File: src/core/crdf_pkg.sv
// Behaviour
// size in dwords at bits 74:64, 0..256
// I/O requests always report one dword
// zero-length memory: one dword, byte enables zero
// request type code at bits 78:75
// type codes for memory, I/O, atomic, messages
// requester id at 95:80, bus/device/function
// ARI: bus 95:88, function 87:80
// user returns requester id and tag unchanged
// tag at bits 103:96
// target function at 111:104, ARI-dependent width
// matching BAR code at 114:112, ROM 110
// root port always reports BAR zero
// 64-bit BAR pair reports lower BAR
// BAR aperture log2 at bits 120:115
// VF aperture covers one function only
// descriptor is first 16 bytes, beat one
// undefined fields are driven to zero
package crdf_pkg;
    // register byte offsets
    localparam logic [7:0] CRDF_CTRL_OFF = 8'h00;
    localparam logic [7:0] CRDF_COUNT_OFF = 8'h04;
    localparam logic [7:0] CRDF_ERR_OFF = 8'h08;
    // control fields and reset values
    localparam int CRDF_CTRL_ARI_BIT = 0;
    localparam int CRDF_CTRL_RP_BIT = 1;
    localparam logic [1:0] CRDF_CTRL_RST = 2'h0;
    localparam int CRDF_ERR_SIZE_BIT = 0;
    // descriptor field positions
    localparam int CRDF_DW_LO = 64;
    localparam int CRDF_DW_HI = 74;
    localparam int CRDF_TYPE_LO = 75;
    localparam int CRDF_TYPE_HI = 78;
    localparam int CRDF_RID_LO = 80;
    localparam int CRDF_RID_HI = 95;
    localparam int CRDF_TAG_LO = 96;
    localparam int CRDF_TAG_HI = 103;
    localparam int CRDF_FN_LO = 104;
    localparam int CRDF_FN_HI = 111;
    localparam int CRDF_BAR_LO = 112;
    localparam int CRDF_BAR_HI = 114;
    localparam int CRDF_AP_LO = 115;
    localparam int CRDF_AP_HI = 120;
    localparam int CRDF_DESC_W = 128;
    localparam int CRDF_DESC_DWORDS = 4;
    // sizes and codes
    localparam logic [10:0] CRDF_MAX_DW = 11'h100;
    localparam logic [10:0] CRDF_ONE_DW = 11'h001;
    localparam logic [2:0] CRDF_BAR_ROM = 3'h6;
    localparam logic [2:0] CRDF_BAR_ZERO = 3'h0;
    localparam logic [7:0] CRDF_LEGACY_FN_MASK = 8'h07;
    localparam logic [1:0] CRDF_RESP_OKAY = 2'h0;
    localparam logic [1:0] CRDF_RESP_SLVERR = 2'h2;

    typedef enum logic [3:0] {
        CRDF_MEM_RD = 4'b0000,
        CRDF_MEM_WR = 4'b0001,
        CRDF_IO_RD = 4'b0010,
        CRDF_IO_WR = 4'b0011,
        CRDF_FETCH_ADD = 4'b0100,
        CRDF_SWAP = 4'b0101,
        CRDF_CAS = 4'b0110,
        CRDF_MSG = 4'b1100,
        CRDF_MSG_VDM = 4'b1101,
        CRDF_MSG_ATS = 4'b1110
    } crdf_type_t;

    // one received request as decoded from the link side
    typedef struct packed {
        logic [3:0] req_type;
        logic [10:0] dword_count;
        logic zero_len;
        logic [15:0] requester_id;
        logic [7:0] tag;
        logic [7:0] target_fn;
        logic [2:0] bar_id;
        logic bar_is_64;
        logic is_vf;
        logic [5:0] bar_aperture;
        logic [5:0] vf_aperture;
    } crdf_req_t;
endpackage

File: src/core/crdf_framer.sv
`timescale 1ns/100ps
module crdf_framer import crdf_pkg::*; #(
    parameter int DATA_W = 512,
    parameter int ADDR_W = 8
) (
    input wire logic aclk,
    input wire logic aresetn,
    // request from the link side
    input wire logic req_valid,
    output logic req_ready,
    input wire crdf_req_t req_in,
    // completer request stream
    output logic [DATA_W-1:0] cq_tdata,
    output logic [DATA_W/32-1:0] cq_tkeep,
    output logic cq_tlast,
    output logic cq_tvalid,
    input wire logic cq_tready,
    output logic [3:0] first_dword_byte_enables,
    output logic cq_is_sop,
    // AXI4-Lite slave
    input wire logic [ADDR_W-1:0] s_awaddr,
    input wire logic s_awvalid,
    output logic s_awready,
    input wire logic [31:0] s_wdata,
    input wire logic [3:0] s_wstrb,
    input wire logic s_wvalid,
    output logic s_wready,
    output logic [1:0] s_bresp,
    output logic s_bvalid,
    input wire logic s_bready,
    input wire logic [ADDR_W-1:0] s_araddr,
    input wire logic s_arvalid,
    output logic s_arready,
    output logic [31:0] s_rdata,
    output logic [1:0] s_rresp,
    output logic s_rvalid,
    input wire logic s_rready
);

    // descriptor must fit in the first beat; refused at elaboration, not at run time
    if (DATA_W < CRDF_DESC_W || DATA_W % 32 != 0 || ADDR_W < 8 || ADDR_W > 32) begin : g_bad_params
        $error("crdf_framer: unsupported DATA_W or ADDR_W");
    end

    localparam int KEEP_W = DATA_W / 32;
    localparam logic [KEEP_W-1:0] DESC_KEEP = KEEP_W'((1 << CRDF_DESC_DWORDS) - 1);

    function automatic logic is_bar_checked(input logic [3:0] t);
        is_bar_checked = (t <= CRDF_CAS);
    endfunction

    function automatic logic is_io(input logic [3:0] t);
        is_io = (t == CRDF_IO_RD) || (t == CRDF_IO_WR);
    endfunction

    function automatic logic is_mem(input logic [3:0] t);
        is_mem = (t == CRDF_MEM_RD) || (t == CRDF_MEM_WR);
    endfunction

    function automatic logic reg_hit(input logic [ADDR_W-1:0] a, input logic [7:0] off);
        // widened compare, so upper address bits must be zero and ADDR_W of 8 needs no empty slice
        reg_hit = (a == ADDR_W'(off));
    endfunction

    // control and status state
    logic ari_en_q, ari_en_d;
    logic root_port_q, root_port_d;
    logic [31:0] pkt_count_q, pkt_count_d;
    logic size_err_q, size_err_d;

    // stream output state
    logic out_valid_q, out_valid_d;
    logic [CRDF_DESC_W-1:0] desc_q, desc_d;
    logic [3:0] fbe_q, fbe_d;
    logic req_ready_q, req_ready_d;

    // bus state
    logic aw_hold_q, aw_hold_d;
    logic [ADDR_W-1:0] awaddr_q, awaddr_d;
    logic w_hold_q, w_hold_d;
    logic [31:0] wdata_q, wdata_d;
    logic [3:0] wstrb_q, wstrb_d;
    logic awready_q, awready_d;
    logic wready_q, wready_d;
    logic bvalid_q, bvalid_d;
    logic [1:0] bresp_q, bresp_d;
    logic arready_q, arready_d;
    logic rvalid_q, rvalid_d;
    logic [31:0] rdata_q, rdata_d;
    logic [1:0] rresp_q, rresp_d;

    // descriptor assembly, from the accepted request and the ARI and root port control bits
    logic [CRDF_DESC_W-1:0] desc_new;
    logic [3:0] fbe_new;
    logic [10:0] dw_new;
    logic [2:0] bar_new;
    logic size_bad;
    always_comb begin
        // unused fields zero
        desc_new = '0;
        fbe_new = req_in.zero_len ? 4'h0 : 4'hf;
        size_bad = req_in.dword_count > CRDF_MAX_DW;
        // size clamped to legal range
        dw_new = size_bad ? CRDF_MAX_DW : req_in.dword_count;
        if (is_io(req_in.req_type)) begin
            // I/O is one dword
            dw_new = CRDF_ONE_DW;
        end else if (is_mem(req_in.req_type) && req_in.zero_len) begin
            // zero-length one dword
            dw_new = CRDF_ONE_DW;
            fbe_new = 4'h0;
        end
        if (!is_mem(req_in.req_type) && !is_io(req_in.req_type)) begin
            fbe_new = req_in.zero_len ? 4'h0 : 4'hf;
        end
        desc_new[CRDF_DW_HI:CRDF_DW_LO] = dw_new;
        // type code field
        // codes pass as encoded
        desc_new[CRDF_TYPE_HI:CRDF_TYPE_LO] = req_in.req_type;
        // requester id field
        // ARI split is bitwise identical
        desc_new[CRDF_RID_HI:CRDF_RID_LO] = req_in.requester_id;
        // echoed by user logic
        // tag field
        desc_new[CRDF_TAG_HI:CRDF_TAG_LO] = req_in.tag;
        // lower BAR of pair
        bar_new = req_in.bar_is_64 ? {req_in.bar_id[2:1], 1'b0} : req_in.bar_id;
        if (bar_new == CRDF_BAR_ROM) begin
            bar_new = CRDF_BAR_ROM; // rom is never part of a pair
        end
        // root port BAR zero
        if (root_port_q) begin
            bar_new = CRDF_BAR_ZERO;
        end
        if (is_bar_checked(req_in.req_type)) begin
            // function width by ARI
            desc_new[CRDF_FN_HI:CRDF_FN_LO] = ari_en_q ? req_in.target_fn
                                                        : (req_in.target_fn & CRDF_LEGACY_FN_MASK);
            // BAR code field
            desc_new[CRDF_BAR_HI:CRDF_BAR_LO] = bar_new;
            // aperture field
            // per-VF aperture
            desc_new[CRDF_AP_HI:CRDF_AP_LO] = req_in.is_vf ? req_in.vf_aperture : req_in.bar_aperture;
        end
    end

    // stream next state; ready is registered so input never sees a combinational path
    logic take_req;
    logic beat_done;
    always_comb begin
        take_req = req_valid && req_ready_q;
        beat_done = out_valid_q && cq_tready;
        out_valid_d = out_valid_q;
        desc_d = desc_q;
        fbe_d = fbe_q;
        if (beat_done) begin
            out_valid_d = 1'b0;
        end
        if (take_req) begin
            out_valid_d = 1'b1;
            desc_d = desc_new;
            fbe_d = fbe_new;
        end
        req_ready_d = !out_valid_d;
    end

    always_ff @(posedge aclk) begin
        if (!aresetn) begin
            out_valid_q <= 1'b0;
            desc_q <= '0;
            fbe_q <= 4'h0;
            req_ready_q <= 1'b0;
        end else begin
            out_valid_q <= out_valid_d;
            desc_q <= desc_d;
            fbe_q <= fbe_d;
            req_ready_q <= req_ready_d;
        end
    end

    // descriptor in first 16 bytes
    assign cq_tdata = {{(DATA_W-CRDF_DESC_W){1'b0}}, desc_q};
    assign cq_tkeep = DESC_KEEP;
    assign cq_tlast = out_valid_q; // payload lies outside this block, one beat per packet
    assign cq_is_sop = out_valid_q;
    assign cq_tvalid = out_valid_q;
    assign first_dword_byte_enables = fbe_q;
    assign req_ready = req_ready_q;

    // bus write path: address and data may arrive in either order
    logic do_write;
    always_comb begin
        aw_hold_d = aw_hold_q;
        awaddr_d = awaddr_q;
        w_hold_d = w_hold_q;
        wdata_d = wdata_q;
        wstrb_d = wstrb_q;
        bvalid_d = bvalid_q;
        bresp_d = bresp_q;
        ari_en_d = ari_en_q;
        root_port_d = root_port_q;
        do_write = aw_hold_q && w_hold_q && !bvalid_q;
        if (s_awvalid && awready_q) begin
            aw_hold_d = 1'b1;
            awaddr_d = s_awaddr;
        end
        if (s_wvalid && wready_q) begin
            w_hold_d = 1'b1;
            wdata_d = s_wdata;
            wstrb_d = s_wstrb;
        end
        if (bvalid_q && s_bready) begin
            bvalid_d = 1'b0;
        end
        if (do_write) begin
            aw_hold_d = 1'b0;
            w_hold_d = 1'b0;
            bvalid_d = 1'b1;
            bresp_d = CRDF_RESP_OKAY;
            if (reg_hit(awaddr_q, CRDF_CTRL_OFF)) begin
                if (wstrb_q[0]) begin
                    ari_en_d = wdata_q[CRDF_CTRL_ARI_BIT];
                    root_port_d = wdata_q[CRDF_CTRL_RP_BIT];
                end
            end else if (!reg_hit(awaddr_q, CRDF_ERR_OFF) && !reg_hit(awaddr_q, CRDF_COUNT_OFF)) begin
                bresp_d = CRDF_RESP_SLVERR;
            end
        end
        awready_d = !aw_hold_d && !bvalid_d;
        wready_d = !w_hold_d && !bvalid_d;
    end

    // counters and sticky error; a new size error wins over a clear in the same cycle
    always_comb begin
        pkt_count_d = beat_done ? pkt_count_q + 32'h1 : pkt_count_q;
        size_err_d = size_err_q;
        if (do_write && reg_hit(awaddr_q, CRDF_ERR_OFF) && wstrb_q[0] && wdata_q[CRDF_ERR_SIZE_BIT]) begin
            size_err_d = 1'b0;
        end
        if (take_req && size_bad) begin
            size_err_d = 1'b1;
        end
    end

    // bus read path: one outstanding read, answered the cycle after the address is taken
    always_comb begin
        rvalid_d = rvalid_q;
        rdata_d = rdata_q;
        rresp_d = rresp_q;
        if (rvalid_q && s_rready) begin
            rvalid_d = 1'b0;
        end
        if (s_arvalid && arready_q) begin
            rvalid_d = 1'b1;
            rresp_d = CRDF_RESP_OKAY;
            rdata_d = 32'h0;
            if (reg_hit(s_araddr, CRDF_CTRL_OFF)) begin
                rdata_d[CRDF_CTRL_ARI_BIT] = ari_en_q;
                rdata_d[CRDF_CTRL_RP_BIT] = root_port_q;
            end else if (reg_hit(s_araddr, CRDF_COUNT_OFF)) begin
                rdata_d = pkt_count_q;
            end else if (reg_hit(s_araddr, CRDF_ERR_OFF)) begin
                rdata_d[CRDF_ERR_SIZE_BIT] = size_err_q;
            end else begin
                rresp_d = CRDF_RESP_SLVERR;
            end
        end
        arready_d = !rvalid_d;
    end

    always_ff @(posedge aclk) begin
        if (!aresetn) begin
            aw_hold_q <= 1'b0;
            awaddr_q <= '0;
            w_hold_q <= 1'b0;
            wdata_q <= 32'h0;
            wstrb_q <= 4'h0;
            awready_q <= 1'b0;
            wready_q <= 1'b0;
            bvalid_q <= 1'b0;
            bresp_q <= 2'h0;
            arready_q <= 1'b0;
            rvalid_q <= 1'b0;
            rdata_q <= 32'h0;
            rresp_q <= 2'h0;
            ari_en_q <= CRDF_CTRL_RST[CRDF_CTRL_ARI_BIT];
            root_port_q <= CRDF_CTRL_RST[CRDF_CTRL_RP_BIT];
            pkt_count_q <= 32'h0;
            size_err_q <= 1'b0;
        end else begin
            aw_hold_q <= aw_hold_d;
            awaddr_q <= awaddr_d;
            w_hold_q <= w_hold_d;
            wdata_q <= wdata_d;
            wstrb_q <= wstrb_d;
            awready_q <= awready_d;
            wready_q <= wready_d;
            bvalid_q <= bvalid_d;
            bresp_q <= bresp_d;
            arready_q <= arready_d;
            rvalid_q <= rvalid_d;
            rdata_q <= rdata_d;
            rresp_q <= rresp_d;
            ari_en_q <= ari_en_d;
            root_port_q <= root_port_d;
            pkt_count_q <= pkt_count_d;
            size_err_q <= size_err_d;
        end
    end

    assign s_awready = awready_q;
    assign s_wready = wready_q;
    assign s_bvalid = bvalid_q;
    assign s_bresp = bresp_q;
    assign s_arready = arready_q;
    assign s_rvalid = rvalid_q;
    assign s_rdata = rdata_q;
    assign s_rresp = rresp_q;

endmodule

File: config.mk
export PLATFORM = sky130hd
export DESIGN_NAME = crdf_framer
export DESIGN_NICKNAME = d
export VERILOG_FILES = /design/src/core/crdf_pkg.sv /design/src/core/crdf_framer.sv
export SDC_FILE = /design/constraint.sdc
export NUM_CORES = 1
export LEC_CHECK = 0
export BUFFER_PORTS_ARGS = -buffer_cell sky130_fd_sc_hd__buf_2
export CAP_MARGIN = 20
export CORE_AREA = 2 2 275 277
export DETAILED_ROUTE_END_ITERATION = 6
export DIE_AREA = 0 0 277 279
export RECOVER_POWER = 50
export SETUP_SLACK_MARGIN = 0.02
export SKIP_CTS_REPAIR_TIMING = 1
export SLEW_MARGIN = 10
export SYNTH_ARGS = -nofsm -noshare
export SYNTH_HDL_FRONTEND = slang
export SYNTH_SLANG_ARGS = --single-unit
File: constraint.sdc
create_clock -name aclk -period 1.9 [get_ports aclk]
set_input_delay 0.285 -clock aclk [delete_from_list [all_inputs] [get_ports aclk]]
set_output_delay 0.285 -clock aclk [all_outputs]
set_load 0.1 [all_outputs]
==> results.tsv <==
metric	value	unit
CP required	2.27	ns
EDFF count, synth	0	
crit path cell chain	or4_4, nor4_2, buf_4, a31oi_1, o21a_1	
hold_ws	0.01002	ns
Achievable Freq	556.8	MHz
post-route ant nets	0	
Final Hold Fails	0	
Die ar.	0.07728	sq mm
Yosys warnings	0	
final instance area	0.01033	sq mm
sequential cell area fraction in the yosys report	31.62	%
Die X	277	um
worst vdd ir	0.6949	mV
prevailing post-synth register cell	dfxtp_1	
Port Buffers	195	
Synth Area in Compound Gates	11.03	%
RSZ-0062 raised after global routing	yes	
worst reg2reg path startpoint	awaddr_q[1]$_SDFFE_PN0P_	
CTS tree	built	
fraction of the mapped netlist area in simple logic gates	14.07	%
Min-Delay Path Depth	2	
Ports	703	
largest family of logic cells by synthesized area	buffers and inverters	
CTS sink cnt	146	
Clock transition at path regs	0.09	ns
Initial Utilization	12.48	%
slowest cell on the critical path	or4_4	
mux share of post-synthesis cell area	0.9476	%
FP Rows	100	
Worst-Margin Slew	0.9142	ns
clock skew	0.03390	ns
synthesized flop and latch total	146	
worst skew pair latency	0.48	ns
worst r2r path cells	5	
status	completed	
final wirelength	24640	um
FF+latch area	0.002928	sq mm
Leak Pwr	4.752	nW
Post-synth ARST share	0	%
Initial DRC Count	213	
drc violations	0	
CTS Buffer Depth	2	
Mapped Cells	1129	
Filler cells	8534	
Post-Syn Area	0.009243	sq mm
max cap viols	0	
kind of critical path	register to register	
syn_area_per_cell	8.187	sq um
cts bufs inserted	17	
CP max stage delay	0.57	ns
layout cells sized above 1	20.60	%
initial antenna violation count	4	
Final Critical Period	1.796	ns
Die H	279	um
grt total ovfl	0	
min-delay worst type	input pin to register	
hold path start	req_in[49]	
CP Launch Point	awaddr_q[1]$_SDFFE_PN0P_	
worst hold path endpoint	first_dword_byte_enables[2]$_SDFFE_PN0P_	
Final Cycle Share	94.53	%
Crit. End Element	register	
Reg2Reg Setup Slack	0.10	ns
Adder-Cell Fraction of Synth Area	0.1354	%
first-pass GRT wire length	33710	um
Core Box Area	0.07407	sq mm
DR WL/cell	10.68	um
Detail Placement HPWL	19410	um
Critical Path Fanout Max	3	
multi-input logic area	0.004308	sq mm
Buf/Inv on CP	1	
pin count of the biggest net entering global routing	53	
setup violators final	0	
vias per inst	2.873	
CP startpoint kind	register	
Pwr Density	1154	mW/mm^2
Slew Viols, Final	0	
CP delay by family, top	simple AND/OR/NAND/NOR gates	
vias in the first global route	5417	
Critical R2R Capture	size_err_q$_SDFFE_PN0P_	
final net count	1449	
drt first pass iters	5	
routability cong.	0.7563	
area delta synth->final	11.79	%
H-tree levels	4	
Slew HR	39.05	%
Synth Area in XOR/XNOR	0.9476	%
vias post-DR	6625	
total track usage	6.032	%
clock root buffer	clkbuf_16	
placed instance area	0.009713	sq mm
synth unique cells	51	
Worst Path Arrival	2.17	ns
## registers in the layout (all words and copies together) (netlist names)
signal and flops:
req_ready 1, pkt_count_q 32, s_bvalid 1, s_rresp 1, cq_is_sop 1, wstrb_q 1, first_dword_byte_enables 1, s_wready 1
s_rdata 32, root_port_q 1, s_rvalid 1, size_err_q 1, s_bresp 1, wdata_q 2, awaddr_q 8, desc_q 56
ari_en_q 1, w_hold_q 1, aw_hold_q 1, s_arready 1, s_awready 1
## where the power goes
group	total, W	internal [W]	leakage (nW)	switching [W]
clock	0.00367	0.00200	0.303	0.00167
sequential	0.00318	0.00313	1.18	0.0000474
combinational	0.00507	0.000223	3.26	0.00485
## stage by stage
| stage | setup slack (ns) | util [%] | std cells | setup TNS (ns) | power [W] |
|---|---|---|---|---|---|
| after detailed placement | 0.08330 | 13.11 | 2269 | 0 | 0.008311 |
| after global routing | -0.007077 | 13.94 | 2304 | -0.007077 | 0.01234 |
| final | 0.1039 | 13.95 | 2306 | 0 | 0.01192 |
| after floorplan | 0.1315 | - | 1601 | 0 | 0.008759 |
| after CTS | 0.03404 | 13.94 | 2301 | 0 | 0.01214 |
| after global placement | 0.1135 | 13.11 | 2269 | 0 | 0.008309 |
## cell usage after synthesis (5+ instances only)
| master | number | area [sq um] |
|---|---|---|
| nand2b_1 | 9 | 56.30 |
| clkbuf_1 | 31 | 116.4 |
| nand3_1 | 19 | 95.09 |
| or3_1 | 10 | 62.56 |
| and3_1 | 10 | 62.56 |
| a21oi_1 | 73 | 365.4 |
| nor3_1 | 7 | 35.03 |
| inv_1 | 8 | 30.03 |
| xor2_1 | 8 | 70.07 |
| a22oi_1 | 38 | 285.3 |
| dfxtp_1 | 146 | 2923 |
| and2_1 | 5 | 31.28 |
| a32oi_1 | 7 | 61.31 |
| o31ai_1 | 8 | 60.06 |
| a2bb2oi_1 | 5 | 43.79 |
| nor2_1 | 65 | 244.0 |
| nand2_1 | 104 | 390.4 |
| and4_1 | 5 | 43.79 |
| or4_1 | 10 | 75.07 |
| o21ai_0 | 16 | 80.08 |
| nand4_1 | 8 | 50.05 |
| mux2_2 | 6 | 67.56 |
| buf_4 | 480 | 3603 |
## worst max path at each step
stage | endpoint | slack, ns | cells after the start
after detailed placement | size_err_q$_SDFFE_PN0P_ | 0.08 | 5
after global routing | size_err_q$_SDFFE_PN0P_ | -0.007 | 5
after global placement | size_err_q$_SDFFE_PN0P_ | 0.11 | 5
final | size_err_q$_SDFFE_PN0P_ | 0.10 | 5
after CTS | cq_tvalid | 0.03 | 2
after floorplan | ari_en_q$_SDFFE_PN0P_ | 0.13 | 4
## logic make-up after synthesis
logic type                 after synthesis
buffers and inverters                  530
and+or+nand+nor                        269
AOI/OAI and AO/OA                      163
DFF                                    146
xor gates and xnor gates                10
muxes                                    8
other                                    2
adders and majority gates                1
## layer usage
layer | share of wire [%] | GRT usage (%)
met1 | 41 | 7.029
met3 | 7.2 | 2.142
met5 | 0.11 | 0
met2 | 49 | 9.612
met4 | 2.2 | 3.386
## layout make-up
type,instances,area share [%]
Multi-Input combinational cell,925,41.69
Sequential cell,146,28.34
Timing Repair Buffer,223,11.92
Tap cell,969,11.73
Clock buffer,17,4.117
Clock inverter,15,1.816
Inverter,9,0.3391
Antenna cell,2,0.04844
## placed cells by master (no fill, tap or decap), drive strengths merged, types with 12 or more instances in the layout
master | synthesis | final
o21ai | 19 | 19
inv | 9 | 17
clkbuf | 32 | 32
nand2 | 104 | 104
dfxtp | 146 | 146
a21oi | 73 | 73
nand3 | 19 | 19
conb | 2 | 474
nor2 | 65 | 65
buf | 489 | 208
or4 | 12 | 12
a22oi | 38 | 38
Note: power is estimated with default switching activity, not from simulation.
